## config.mk

```make
export PLATFORM = sky130hd
export DESIGN_NAME = rlt_reload_timer
export DESIGN_NICKNAME = d
export VERILOG_FILES = /design/src/verilog/rlt_pkg.sv /design/src/verilog/rlt_reload_timer.sv /design/src/verilog/rlt_prescaler.sv /design/src/verilog/rlt_event_sync.sv
export VERILOG_INCLUDE_DIRS = /design/src /design/src/verilog
export SDC_FILE = /design/constraint.sdc
export NUM_CORES = 1
export LEC_CHECK = 0
export BUFFER_PORTS_ARGS = -buffer_cell sky130_fd_sc_hd__buf_2
export CORE_AREA = 2 2 58 114
export CTS_CLUSTER_DIAMETER = 120
export CTS_CLUSTER_SIZE = 28
export DETAILED_ROUTE_END_ITERATION = 12
export DIE_AREA = 0 0 60 116
export PLACE_DENSITY_LB_ADDON = 0.05
export SLEW_MARGIN = 10
export SYNTH_ARGS = -nofsm -noshare
export SYNTH_HDL_FRONTEND = slang
export SYNTH_SLANG_ARGS = --single-unit
```

## constraint.sdc

```tcl
create_clock -name ref_clk -period 6.5 [get_ports ref_clk]
set_input_delay 0.975 -clock ref_clk [delete_from_list [all_inputs] [get_ports ref_clk]]
set_output_delay 0.975 -clock ref_clk [all_outputs]
set_load 0.02 [all_outputs]
```

## src/verilog/rlt_consts.svh

```systemverilog
/*
 * Constants of the 8-bit reload timer: register indices, reset values,
 * field positions and prescaler tap widths.
 * Assumes it is included by bare name wherever a value is needed.
 */
`ifndef RLT_CONSTS_SVH
`define RLT_CONSTS_SVH

// =====================================================================
// register indices (byte address is four times the index)
`define RLT_IDX_MODE    16'hFFB2
`define RLT_IDX_COUNT   16'hFFB3
`define RLT_IDX_STAT    16'hFFB4
`define RLT_IDX_CLR     16'hFFB5
`define RLT_IDX_IEN     16'hFFB6
`define RLT_IDX_EDGE    16'hFFB7

// =====================================================================
// reset values and field layout
`define RLT_MODE_RST    8'h78
`define RLT_CNT_RST     8'h00
`define RLT_BYTE_ZERO   8'h00
`define RLT_CNT_MAX     8'hFF
`define RLT_CNT_ONE     8'h01
`define RLT_MODE_RSVD   4'hF
`define RLT_AUTO_BIT    7
`define RLT_SEL_HI      2
`define RLT_SEL_EXT     3'h7
`define RLT_FLAG_BIT    0

// =====================================================================
// prescaler: counter width and tap widths (divide by two to the width)
`define RLT_PS_W        13
`define RLT_TAP_8192    13
`define RLT_TAP_2048    11
`define RLT_TAP_512     9
`define RLT_TAP_256     8
`define RLT_TAP_64      6
`define RLT_TAP_16      4
`define RLT_TAP_4       2
`define RLT_PS_ONE      13'h0001

`endif

```

## src/verilog/rlt_pkg.sv

```systemverilog
/*
 * Types shared by the reload timer modules.
 * Assumes the power controller drives one of the listed states.
 */
package rlt_pkg;

    // =================================================================
    // chip power states seen by the counter
    typedef enum logic [2:0] {
        RLT_PWR_ACTIVE    = 3'h0,
        RLT_PWR_SLEEP     = 3'h1,
        RLT_PWR_WATCH     = 3'h3,
        RLT_PWR_SUBACTIVE = 3'h2,
        RLT_PWR_SUBSLEEP  = 3'h6,
        RLT_PWR_STANDBY   = 3'h7
    } rlt_pwr_t;

    typedef logic [7:0] rlt_byte_t;

endpackage

```

## src/verilog/rlt_reload_timer.sv

```systemverilog
/*
 * 8-bit up-counting timer with interval and auto-reload modes, an
 * external event source, and an APB register slave.
 * Assumes a 20 MHz ref_clk, synchronous active-high srst, and a power
 * controller that drives power_state.
 */
// Notes on behaviour
// - mode bit 7 chooses interval (0) or auto-reload (1) counting.
// - mode bits 6..3 read as one and ignore writes.
// - count source code picks a prescaler tap or external event edges.
// - event edge direction follows the edge select bit.
// - counter increments once per selected tick, readable anytime.
// - every overflow past FF sets the overflow request flag.
// - interrupt only while overflow interrupt enable is one.
// - count address reads counter, writes go to reload register.
// - reload write also loads the counter immediately in either mode.
// - interval mode wraps FF to 00 and keeps counting.
// - auto-reload mode loads the reload value on each overflow.
// - auto-reload shares sources, flag and interrupt with interval mode.
// - reset gives mode 78, counter and reload 00, interval mode.
// - counter runs in active and sleep only; mode always retained.
`timescale 1ns/1ps
`include "rlt_consts.svh"

module rlt_reload_timer
    import rlt_pkg::*;
(
    input  wire logic        ref_clk,
    input  wire logic        srst,
    input  wire logic        psel,
    input  wire logic        penable,
    input  wire logic        pwrite,
    input  wire logic [31:0] paddr,
    input  wire logic [31:0] pwdata,
    output logic      [31:0] prdata,
    output logic             pready,
    output logic             pslverr,
    input  wire logic        event_input_pin,
    input  wire rlt_pwr_t    power_state,
    output logic             irq
);

    // =================================================================
    // state and next values
    logic      auto_reload_select_reg;
    logic      auto_reload_select_next;
    logic [2:0] count_source_select_reg;
    logic [2:0] count_source_select_next;
    rlt_byte_t count_value_reg;
    rlt_byte_t count_value_next;
    rlt_byte_t reload_value_reg;
    rlt_byte_t reload_value_next;
    logic      overflow_request_flag_reg;
    logic      overflow_request_flag_next;
    logic      overflow_irq_enable_reg;
    logic      overflow_irq_enable_next;
    logic      event_edge_select_reg;
    logic      event_edge_select_next;
    logic [31:0] prdata_reg;
    logic [31:0] prdata_next;

    logic [6:0] ps_tick;
    logic       event_pulse;
    logic       run;
    logic       src_tick;
    logic       overflow;
    logic       setup_rd;
    logic       access_wr;
    logic       mapped;
    logic       wr_count;

    // mode reset value as a typed constant so its fields can be selected
    localparam rlt_byte_t mode_reset = `RLT_MODE_RST;

    // address decode: byte address is four times the index
    function automatic logic reg_hit(input logic [31:0] a, input logic [15:0] idx);
        return a == {14'h0, idx, 2'h0};
    endfunction

    // =================================================================
    // submodules
    rlt_prescaler u_prescaler (
        .ref_clk (ref_clk),
        .srst    (srst),
        .tick    (ps_tick)
    );

    rlt_event_sync u_event_sync (
        .ref_clk           (ref_clk),
        .srst              (srst),
        .event_input_pin   (event_input_pin),
        .event_edge_select (event_edge_select_reg),
        .event_pulse       (event_pulse)
    );

    // =================================================================
    // bus decode; the slave always answers without wait states
    assign mapped    = reg_hit(paddr, `RLT_IDX_MODE) | reg_hit(paddr, `RLT_IDX_COUNT)
                     | reg_hit(paddr, `RLT_IDX_STAT) | reg_hit(paddr, `RLT_IDX_CLR)
                     | reg_hit(paddr, `RLT_IDX_IEN)  | reg_hit(paddr, `RLT_IDX_EDGE);
    assign setup_rd  = psel & ~penable & ~pwrite;
    assign access_wr = psel & penable & pwrite;
    assign wr_count  = access_wr & reg_hit(paddr, `RLT_IDX_COUNT);
    assign pready    = 1'b1;
    assign pslverr   = psel & penable & ~mapped;
    assign prdata    = prdata_reg;

    // counting source and power gating
    assign run = (power_state == RLT_PWR_ACTIVE) | (power_state == RLT_PWR_SLEEP);
    assign src_tick = (count_source_select_reg == `RLT_SEL_EXT) ? event_pulse
                                                                : ps_tick[count_source_select_reg];
    // a reload write in the same cycle wins over the tick
    assign overflow = run & src_tick & (count_value_reg == `RLT_CNT_MAX) & ~wr_count;

    // =================================================================
    // register file and counter next values
    always_comb
    begin
        auto_reload_select_next  = auto_reload_select_reg;
        count_source_select_next = count_source_select_reg;
        count_value_next         = count_value_reg;
        reload_value_next        = reload_value_reg;
        overflow_irq_enable_next = overflow_irq_enable_reg;
        event_edge_select_next   = event_edge_select_reg;
        prdata_next              = prdata_reg;

        // mode register: reserved bits never stored
        if (access_wr && reg_hit(paddr, `RLT_IDX_MODE))
        begin
            auto_reload_select_next  = pwdata[`RLT_AUTO_BIT];
            count_source_select_next = pwdata[`RLT_SEL_HI:0];
        end
        if (access_wr && reg_hit(paddr, `RLT_IDX_IEN))
            overflow_irq_enable_next = pwdata[`RLT_FLAG_BIT];
        if (access_wr && reg_hit(paddr, `RLT_IDX_EDGE))
            event_edge_select_next = pwdata[`RLT_FLAG_BIT];

        // counter
        if (wr_count)
        begin
            reload_value_next = pwdata[7:0];
            count_value_next  = pwdata[7:0];
        end
        else if (overflow)
        begin
            if (auto_reload_select_reg)
                count_value_next = reload_value_reg;
            else
                count_value_next = `RLT_CNT_RST;
        end
        else if (run && src_tick)
            count_value_next = count_value_reg + `RLT_CNT_ONE;

        // read data captured in the setup phase
        if (setup_rd)
        begin
            prdata_next = 32'h0000_0000;
            case (1'b1)
                reg_hit(paddr, `RLT_IDX_MODE):
                    prdata_next[7:0] = {auto_reload_select_reg, `RLT_MODE_RSVD,
                                        count_source_select_reg};
                reg_hit(paddr, `RLT_IDX_COUNT):
                    prdata_next[7:0] = count_value_reg;
                reg_hit(paddr, `RLT_IDX_STAT):
                    prdata_next[`RLT_FLAG_BIT] = overflow_request_flag_reg;
                reg_hit(paddr, `RLT_IDX_IEN):
                    prdata_next[`RLT_FLAG_BIT] = overflow_irq_enable_reg;
                reg_hit(paddr, `RLT_IDX_EDGE):
                    prdata_next[`RLT_FLAG_BIT] = event_edge_select_reg;
                default:
                    prdata_next = 32'h0000_0000;
            endcase
        end
    end

    // =================================================================
    // overflow flag: a new overflow wins over a clear in the same cycle
    always_comb
    begin
        overflow_request_flag_next = overflow_request_flag_reg;
        if (access_wr && reg_hit(paddr, `RLT_IDX_CLR) && pwdata[`RLT_FLAG_BIT])
            overflow_request_flag_next = 1'b0;
        if (overflow)
            overflow_request_flag_next = 1'b1;
    end

    assign irq = overflow_request_flag_reg & overflow_irq_enable_reg;

    // =================================================================
    // state registers
    always_ff @(posedge ref_clk)
    begin
        if (srst)
        begin
            auto_reload_select_reg    <= mode_reset[`RLT_AUTO_BIT];
            count_source_select_reg   <= mode_reset[`RLT_SEL_HI:0];
            count_value_reg           <= `RLT_CNT_RST;
            reload_value_reg          <= `RLT_CNT_RST;
            overflow_request_flag_reg <= 1'b0;
            overflow_irq_enable_reg   <= 1'b0;
            event_edge_select_reg     <= 1'b0;
            prdata_reg                <= 32'h0000_0000;
        end
        else
        begin
            auto_reload_select_reg    <= auto_reload_select_next;
            count_source_select_reg   <= count_source_select_next;
            count_value_reg           <= count_value_next;
            reload_value_reg          <= reload_value_next;
            overflow_request_flag_reg <= overflow_request_flag_next;
            overflow_irq_enable_reg   <= overflow_irq_enable_next;
            event_edge_select_reg     <= event_edge_select_next;
            prdata_reg                <= prdata_next;
        end
    end
endmodule // rlt_reload_timer

```

## src/verilog/rlt_prescaler.sv

```systemverilog
/*
 * Free-running system clock prescaler with seven divided tick outputs.
 * Assumes one clock, synchronous active-high reset.
 */
`timescale 1ns/1ps
`include "rlt_consts.svh"

module rlt_prescaler
    import rlt_pkg::*;
(
    input  wire logic       ref_clk,
    input  wire logic       srst,
    output logic      [6:0] tick
);

    logic [`RLT_PS_W-1:0] ps_reg;
    logic [`RLT_PS_W-1:0] ps_next;

    // true when the low w bits are all ones
    function automatic logic low_ones(input logic [`RLT_PS_W-1:0] v, input int w);
        logic r;
        r = 1'b1;
        for (int i = 0; i < `RLT_PS_W; i++)
        begin
            if (i < w)
                r = r & v[i];
        end
        return r;
    endfunction

    // =================================================================
    // counter next value
    always_comb
    begin
        ps_next = ps_reg + `RLT_PS_ONE;
    end

    always_ff @(posedge ref_clk)
    begin
        if (srst)
            ps_reg <= '0;
        else
            ps_reg <= ps_next;
    end

    // taps ordered by count source code 000..110
    assign tick[0] = low_ones(ps_reg, `RLT_TAP_8192);
    assign tick[1] = low_ones(ps_reg, `RLT_TAP_2048);
    assign tick[2] = low_ones(ps_reg, `RLT_TAP_512);
    assign tick[3] = low_ones(ps_reg, `RLT_TAP_256);
    assign tick[4] = low_ones(ps_reg, `RLT_TAP_64);
    assign tick[5] = low_ones(ps_reg, `RLT_TAP_16);
    assign tick[6] = low_ones(ps_reg, `RLT_TAP_4);
endmodule // rlt_prescaler

```

## src/verilog/rlt_event_sync.sv

```systemverilog
/*
 * Event pin synchroniser and edge detector.
 * Assumes the pin is asynchronous to ref_clk.
 */
`timescale 1ns/1ps

module rlt_event_sync
    import rlt_pkg::*;
(
    input  wire logic ref_clk,
    input  wire logic srst,
    input  wire logic event_input_pin,
    input  wire logic event_edge_select,
    output logic      event_pulse
);

    logic [2:0] sync_reg;
    logic [2:0] sync_next;
    logic       level_reg;
    logic       level_next;
    logic       agree;

    // a change counts only once stages two and three agree
    assign agree = (sync_reg[1] == sync_reg[2]);

    // =================================================================
    // three-stage shift and filtered pin level
    always_comb
    begin
        sync_next  = {sync_reg[1:0], event_input_pin};
        level_next = agree ? sync_reg[2] : level_reg;
    end

    // reset level matches the idle-low pin, so no false edge follows reset
    always_ff @(posedge ref_clk)
    begin
        if (srst)
        begin
            sync_reg  <= 3'h0;
            level_reg <= 1'b0;
        end
        else
        begin
            sync_reg  <= sync_next;
            level_reg <= level_next;
        end
    end

    // one pulse per qualifying edge; high selects rising
    assign event_pulse = agree & (sync_reg[2] != level_reg)
                       & (sync_reg[2] == event_edge_select);
endmodule // rlt_event_sync

```

==> metrics.md, run 1 <==
| Metric | Value |
|---|---|
| Clock Path Buffers | `2` |
| Fillers | `640` |
| Pwr dens | `196 nW/um^2` |
| Max-slew headroom | `38.7%` |
| Core ar. | `6060 sq um` |
| Worst endpoint data arrival time | `2.66 ns` |
| Count of yosys warnings during synthesis | `0` |
| Slew @ Worst Pin | `0.919 ns` |
| Wire per inst | `14.6 um` |
| Drt total wl | `6790 um` |
| Worst skew pair latency | `0.29 ns` |
| Max-cap violations | `0` |
| Min Tclk post-route | `3.63 ns` |
| CTS hold repair buffers | `0` |
| Status | `finished, final reports clean` |
| Worst endpoint required time | `5.52 ns` |
| Clk slew on worst S/H paths | `0.06 ns` |
| Top_reg_cell synth | `dfxtp_1` |
| Root buffer cell | `clkbuf_16` |
| ANT cells | `0` |
| CTS Buf Count | `5` |
| Dpl hpwl | `5180 um` |
| Clock Skew | `0.00523 ns` |
| Crit path max fanout | `5` |
| Pre-CTS setup slack | `2.86 ns` |
| Post-synth EDFFs | `0` |
| First-pass GRT wire length | `11,100 um` |
| Final Non-Filler Cells | `464` |
| First-pass DRT Iterations | `4` |
| Post-synth ARST share | `0%` |
| Rows | `40` |
| Sink Count | `48` |
| RSZ-0062 raised after global routing | `false` |
| Sequential share of power | `49.2%` |
| Internal power | `466 uW` |
| NetSw | `140 uW` |
| Fmax | `275 MHz` |
| Vias in the first global route | `2,421` |
| Final Total Pwr | `606 uW` |
| GR Util All Layers | `20.8%` |
| Most frequent cells in the layout | `buf_2 (57), dfxtp_1 (48), nand2_1 (42)` |
| Final Slew Violations | `0` |
| CTS tree | `built` |
| Most used cell, CP | `buf_2` |
| Post-route DRC | `0` |
| Via count of the routed design | `2,508` |
| Setup_tns | `0 ns` |
| ANT nets after route | `0` |
| Combinational share of power | `8.2%` |
| Post-CTS Resized | `0` |
| Initial antenna violation count | `0` |
| Pin count of the biggest net entering global routing | `52` |
| Commonest non-fill, non-tap cell in the layout | `buf_2` |
| Final hold violation count | `0` |
| Die area | `6960 sq um` |
| DR vias/cell | `5.41` |
| Clock power frac | `42.7%` |
| DR iter-0 viols | `67` |
| Nets | `455` |
| Sw Share | `23.1%` |
| Seq/Total Area, Yosys | `34.5%` |
| Distinct cells, synth | `57` |
| Gpl congestion | `0.879` |
| Hold_ws | `0.440 ns` |
| Share of layout cells above drive strength 1 | `20.0%` |
| Crit start category | `input pin` |
| Cells after DPL | `456` |
| Crit-path slowest cell | `or4b_4` |
| Worst setup EP type | `output pin` |
| Post-synthesis cell area | `2790 sq um` |
| Starting Density | `46.0%` |
| Max reg flops | `13` |
| Die X | `60 um` |
| Area delta synth->final | `11.0%` |
| PortBufs | `57` |
| Post-CTS setup buffer count | `0` |
| Critical path class | `in2out` |
| PnR worst setup slack | `2.87 ns` |
| Pleak | `0.00118 uW` |
| Worst vdd ir | `0.000198 V` |
| Synth Instances | `334` |
| CP peak stage delay | `0.53 ns` |
| IO Count | `108` |
| Die height | `116 um` |
| Critical path, cell by cell | `buf_2 -> or4b_4 -> or4_4 -> nor2_1 -> o21ai_0 -> and3_1 -> buf_2` |
| FF+latch count, synth | `48` |
| H-tree levels | `2` |
| Count of final setup violators | `0` |
| Period utilization | `55.9%` |
| Mean Syn Cell Area | `8.34 sq um` |
| Hold Crit Class | `reg2reg` |
| GR Overflow Total | `0` |
-- power by group through the flow --
stage,Clock [uW],Sequential (uW),Combinational (uW)
after floorplan,0,304,42.4
after detailed placement,0,305,49.4
after CTS,267,298,49.6
after global placement,0,305,48.7
after global routing,274,298,54.7
final,259,298,49.5
-- final timing paths --
check / from / to / slack (ns) / cells after the start
hold reg to reg: u_event_sync.sync_reg[0] / u_event_sync.sync_reg[1] / 0.44 / 1
setup reg to reg: u_prescaler.ps_reg[0] / count_value_reg[7] / 4.30 / 6
setup / recovery: paddr[19] / pslverr / 2.87 / 7
hold / removal: u_event_sync.sync_reg[0] / u_event_sync.sync_reg[1] / 0.44 / 1
-- critical path: cells and delay by family --
family	cells	cell delay, ns
compound gates	1	0.09
simple gates	4	1.33
buf+inv	2	0.25
-- logic make-up (layout without fill, tap and decap cells) --
kind of cell / count (synthesis) / count (layout) / share of synthesized area, %
buf+inv: 44 / 67 / 11.6
simple gates: 158 / 158 / 31.4
fa+ha+maj: 3 / 3 / 1.35
other cells: 2 / 25 / 0.270
flops: 48 / 48 / 34.5
xor+xnor: 12 / 12 / 3.77
mux: 8 / 8 / 3.05
compound gates: 59 / 59 / 14.0
-- metal layers --
| metal | GRT usage (%) | wire length, um |
|---|---|---|
| met3 | 3.13 | 213 |
| met1 | 20.6 | 2490 |
| met4 | 9.63 | 189 |
| met5 | 0 | 0 |
| met2 | 39.8 | 3890 |
-- Yosys cell counts (all sizes together), types with 4 or more instances --
library cell | n | share of area, %
mux2 | 4 | 1.6
nor3 | 4 | 0.72
xor2 | 7 | 2.2
nor2b | 6 | 1.3
dfxtp | 48 | 34
o21ai | 7 | 1.3
buf | 35 | 9.9
nand2 | 42 | 5.7
clkbuf | 5 | 0.67
nand3 | 30 | 5.4
xnor2 | 5 | 1.6
o2111ai | 6 | 1.9
nand2b | 4 | 0.90
a21oi | 25 | 4.5
and3 | 10 | 2.2
nor2 | 24 | 3.2
nand4 | 9 | 2.0
mux2i | 4 | 1.4
nor4 | 7 | 1.8
-- stage by stage --
stage / util [%] / cell area, sq um
final: 51.1 / 3090
after detailed placement: 48.7 / 2950
after global placement: 48.7 / 2950
after floorplan: - / 2870
after global routing: 51.1 / 3090
after CTS: 51.1 / 3090
-- cell type report --
class | instances | area (sq um) | share of cell area, %
inverter | 2 | 7.51 | 0.243
multi-input combinational | 265 | 1590 | 51.3
clock buffer | 8 | 146 | 4.73
sequential | 48 | 961 | 31.1
timing repair buffer | 57 | 285 | 9.22
tap | 84 | 105 | 3.40
Note: power is estimated with default switching activity, not from simulation.
==> run 2: changes to the inputs <==
==> constraint.sdc (replaced) <==
create_clock -name ref_clk -period 3.55 [get_ports ref_clk]
set_input_delay 0.5325 -clock ref_clk [delete_from_list [all_inputs] [get_ports ref_clk]]
set_output_delay 0.5325 -clock ref_clk [all_outputs]
set_load 0.02 [all_outputs]
==> metrics.md, run 2 (synthesis gave the netlist of run 1 again) <==
| Metric | Value |
|---|---|
| Status | `finished, final reports clean (unchanged)` |
| Nets | `458 (was 455)` |
| H-tree levels | `2 (unchanged)` |
| Pleak | `0.00120 uW (was 0.00118 uW)` |
| WHS Endpoint | `u_event_sync.sync_reg[1] (unchanged)` |
| IO Count | `108 (unchanged)` |
| Period utilization | `77.7%` |
| Cells after DPL | `459 (was 456)` |
| Post-CTS setup buffer count | `0 (unchanged)` |
| Grt met2 use | `38.1% (was 39.8%)` |
| Reg2reg path depth | `6 (unchanged)` |
| Pre-CTS setup slack | `0.777 ns (was 2.86 ns)` |
| Clock Path Buffers | `2 (unchanged)` |
| Final Slew Violations | `0 (unchanged)` |
| First-pass DRT Iterations | `4 (unchanged)` |
| Share of layout cells above drive strength 1 | `20.9% (was 20.0%)` |
| Starting Density | `46.0% (unchanged)` |
| First-pass GRT wire length | `11,100 um (about the same)` |
| Hold Crit Class | `reg2reg (unchanged)` |
| RSZ-0062 raised after global routing | `false (unchanged)` |
| Fmax | `363 MHz` |
| Final Non-Filler Cells | `467 (was 464)` |
| Worst endpoint data arrival time | `2.22 ns (was 2.66 ns)` |
| R2R Setup Slk | `1.38 ns (was 4.30 ns)` |
| Grt met3 use | `4.13% (was 3.13%)` |
| Drt total wl | `6820 um (was 6790 um)` |
| Met1 Usage GRT | `21.8% (was 20.6%)` |
| DR iter-0 viols | `71 (was 67)` |
| Final Total Pwr | `1170 uW (was 606 uW)` |
| Crit start category | `input pin (unchanged)` |
| Worst reg2reg path startpoint | `u_prescaler.ps_reg[0] (unchanged)` |
| Pin count of the biggest net entering global routing | `51 (was 52)` |
| Max-slew headroom | `53.0% (was 38.7%)` |
| GR Util All Layers | `21.0% (was 20.8%)` |
| Worst hold stages | `1 (unchanged)` |
| Post-CTS Resized | `0 (unchanged)` |
| Crit path max fanout | `5 (unchanged)` |
| Clk slew on worst S/H paths | `0.06 ns (about the same)` |
| Setup_tns | `0 ns (unchanged)` |
| Root buffer cell | `clkbuf_16 (unchanged)` |
| Core ar. | `6060 sq um (unchanged)` |
| Final hold violation count | `0 (unchanged)` |
| PortBufs | `57 (unchanged)` |
| ANT nets after route | `0 (unchanged)` |
| Worst vdd ir | `0.000425 V (was 0.000198 V)` |
| ANT cells | `0 (unchanged)` |
| Area delta synth->final | `12.4% (was 11.0%)` |
| Post-route DRC | `0 (unchanged)` |
| Worst skew pair latency | `0.29 ns (about the same)` |
| Worst endpoint required time | `3.02 ns (was 5.52 ns)` |
| Wire per inst | `14.6 um (about the same)` |
| Final Core Density | `51.7% (was 51.1%)` |
| Most frequent cells in the layout | `buf_2 (57), dfxtp_1 (48), nand2_1 (42) (unchanged)` |
| Pwr dens | `373 nW/um^2 (was 196 nW/um^2)` |
| Count of final setup violators | `0 (unchanged)` |
| Max reg flops | `13 (unchanged)` |
| Clock Skew | `0.00956 ns (was 0.00523 ns)` |
| CTS hold repair buffers | `0 (unchanged)` |
| Dpl hpwl | `5200 um (was 5180 um)` |
| Critical hold path startpoint | `u_event_sync.sync_reg[0] (unchanged)` |
| CTS tree | `built (unchanged)` |
| Rows | `40 (unchanged)` |
| CTS Buf Count | `5 (unchanged)` |
| Commonest non-fill, non-tap cell in the layout | `buf_2 (unchanged)` |
| PnR worst setup slack | `0.793 ns (was 2.87 ns)` |
| Max-cap violations | `0 (unchanged)` |
| Die area | `6960 sq um (unchanged)` |
| Via count of the routed design | `2,521 (was 2,508)` |
| Sink Count | `48 (unchanged)` |
| Gpl congestion | `0.873 (was 0.879)` |
| Slew @ Worst Pin | `0.699 ns (was 0.919 ns)` |
| GR Overflow Total | `0 (unchanged)` |
| Min Tclk post-route | `2.76 ns` |
| DR vias/cell | `5.40 (was 5.41)` |
| Worst setup EP type | `output pin (unchanged)` |
| Die height | `116 um (unchanged)` |
| Initial antenna violation count | `0 (unchanged)` |
| Vias in the first global route | `2,319 (was 2,421)` |
| FF-to-FF End | `count_value_reg[7] (unchanged)` |
| Critical path class | `in2out (unchanged)` |
| Die X | `60 um (unchanged)` |
| Gr busiest metal | `met2 (unchanged)` |
[run 2: area by class of cell]
class,count,area (sq um)
Fill cell,643,2920
Multi-Input combinational cell,265,1590
Sequential cell,48,961
Timing Repair Buffer,60,308
Clock buffer,6,129
Tap cell,84,105
Clock inverter,2,35.0
Inverter,2,7.51
[run 2: layer usage]
layer | wire length (um) | vias to the layer above
met5 | 0 | -
met4 | 249 | 0
met3 | 267 | 15
met2 | 3790 | 69
met1 | 2510 | 1179
li1 | - | 1258
[run 2: metrics by stage]
step / instance area (sq um) / hold slack (ns)
floorplan: 2870 / 0.414
global placement: 2970 / 0.420
detailed placement: 2970 / 0.429
CTS: 3130 / 0.445
global route: 3130 / 0.447
finish: 3130 / 0.438
[run 2: where the power goes]
part / switching [uW] / internal (uW) / leakage [uW]
logic: 59.8 / 30.9 / 0.000732
registers: 3.09 / 543 / 0.000388
clock network: 199 / 331 / 0.0000808
total: 262 / 905 / 0.00120
[run 2: worst max-delay path, stage by stage]
cell     delay (ns)
buf_2          0.09
or4b_4         0.53
or4_4          0.48
nor2_1         0.15
o21ai_0        0.10
and3_1         0.18
buf_2          0.15
[run 2: worst max path at each step]
stage	start	endpoint	depth (start not counted)	slack, ns
floorplan	paddr[19]	pslverr	5	1.03
global placement	paddr[19]	pslverr	7	0.78
detailed placement	paddr[19]	pslverr	7	0.78
CTS	paddr[19]	pslverr	7	0.77
global route	paddr[19]	pslverr	7	0.70
finish	paddr[19]	pslverr	7	0.79
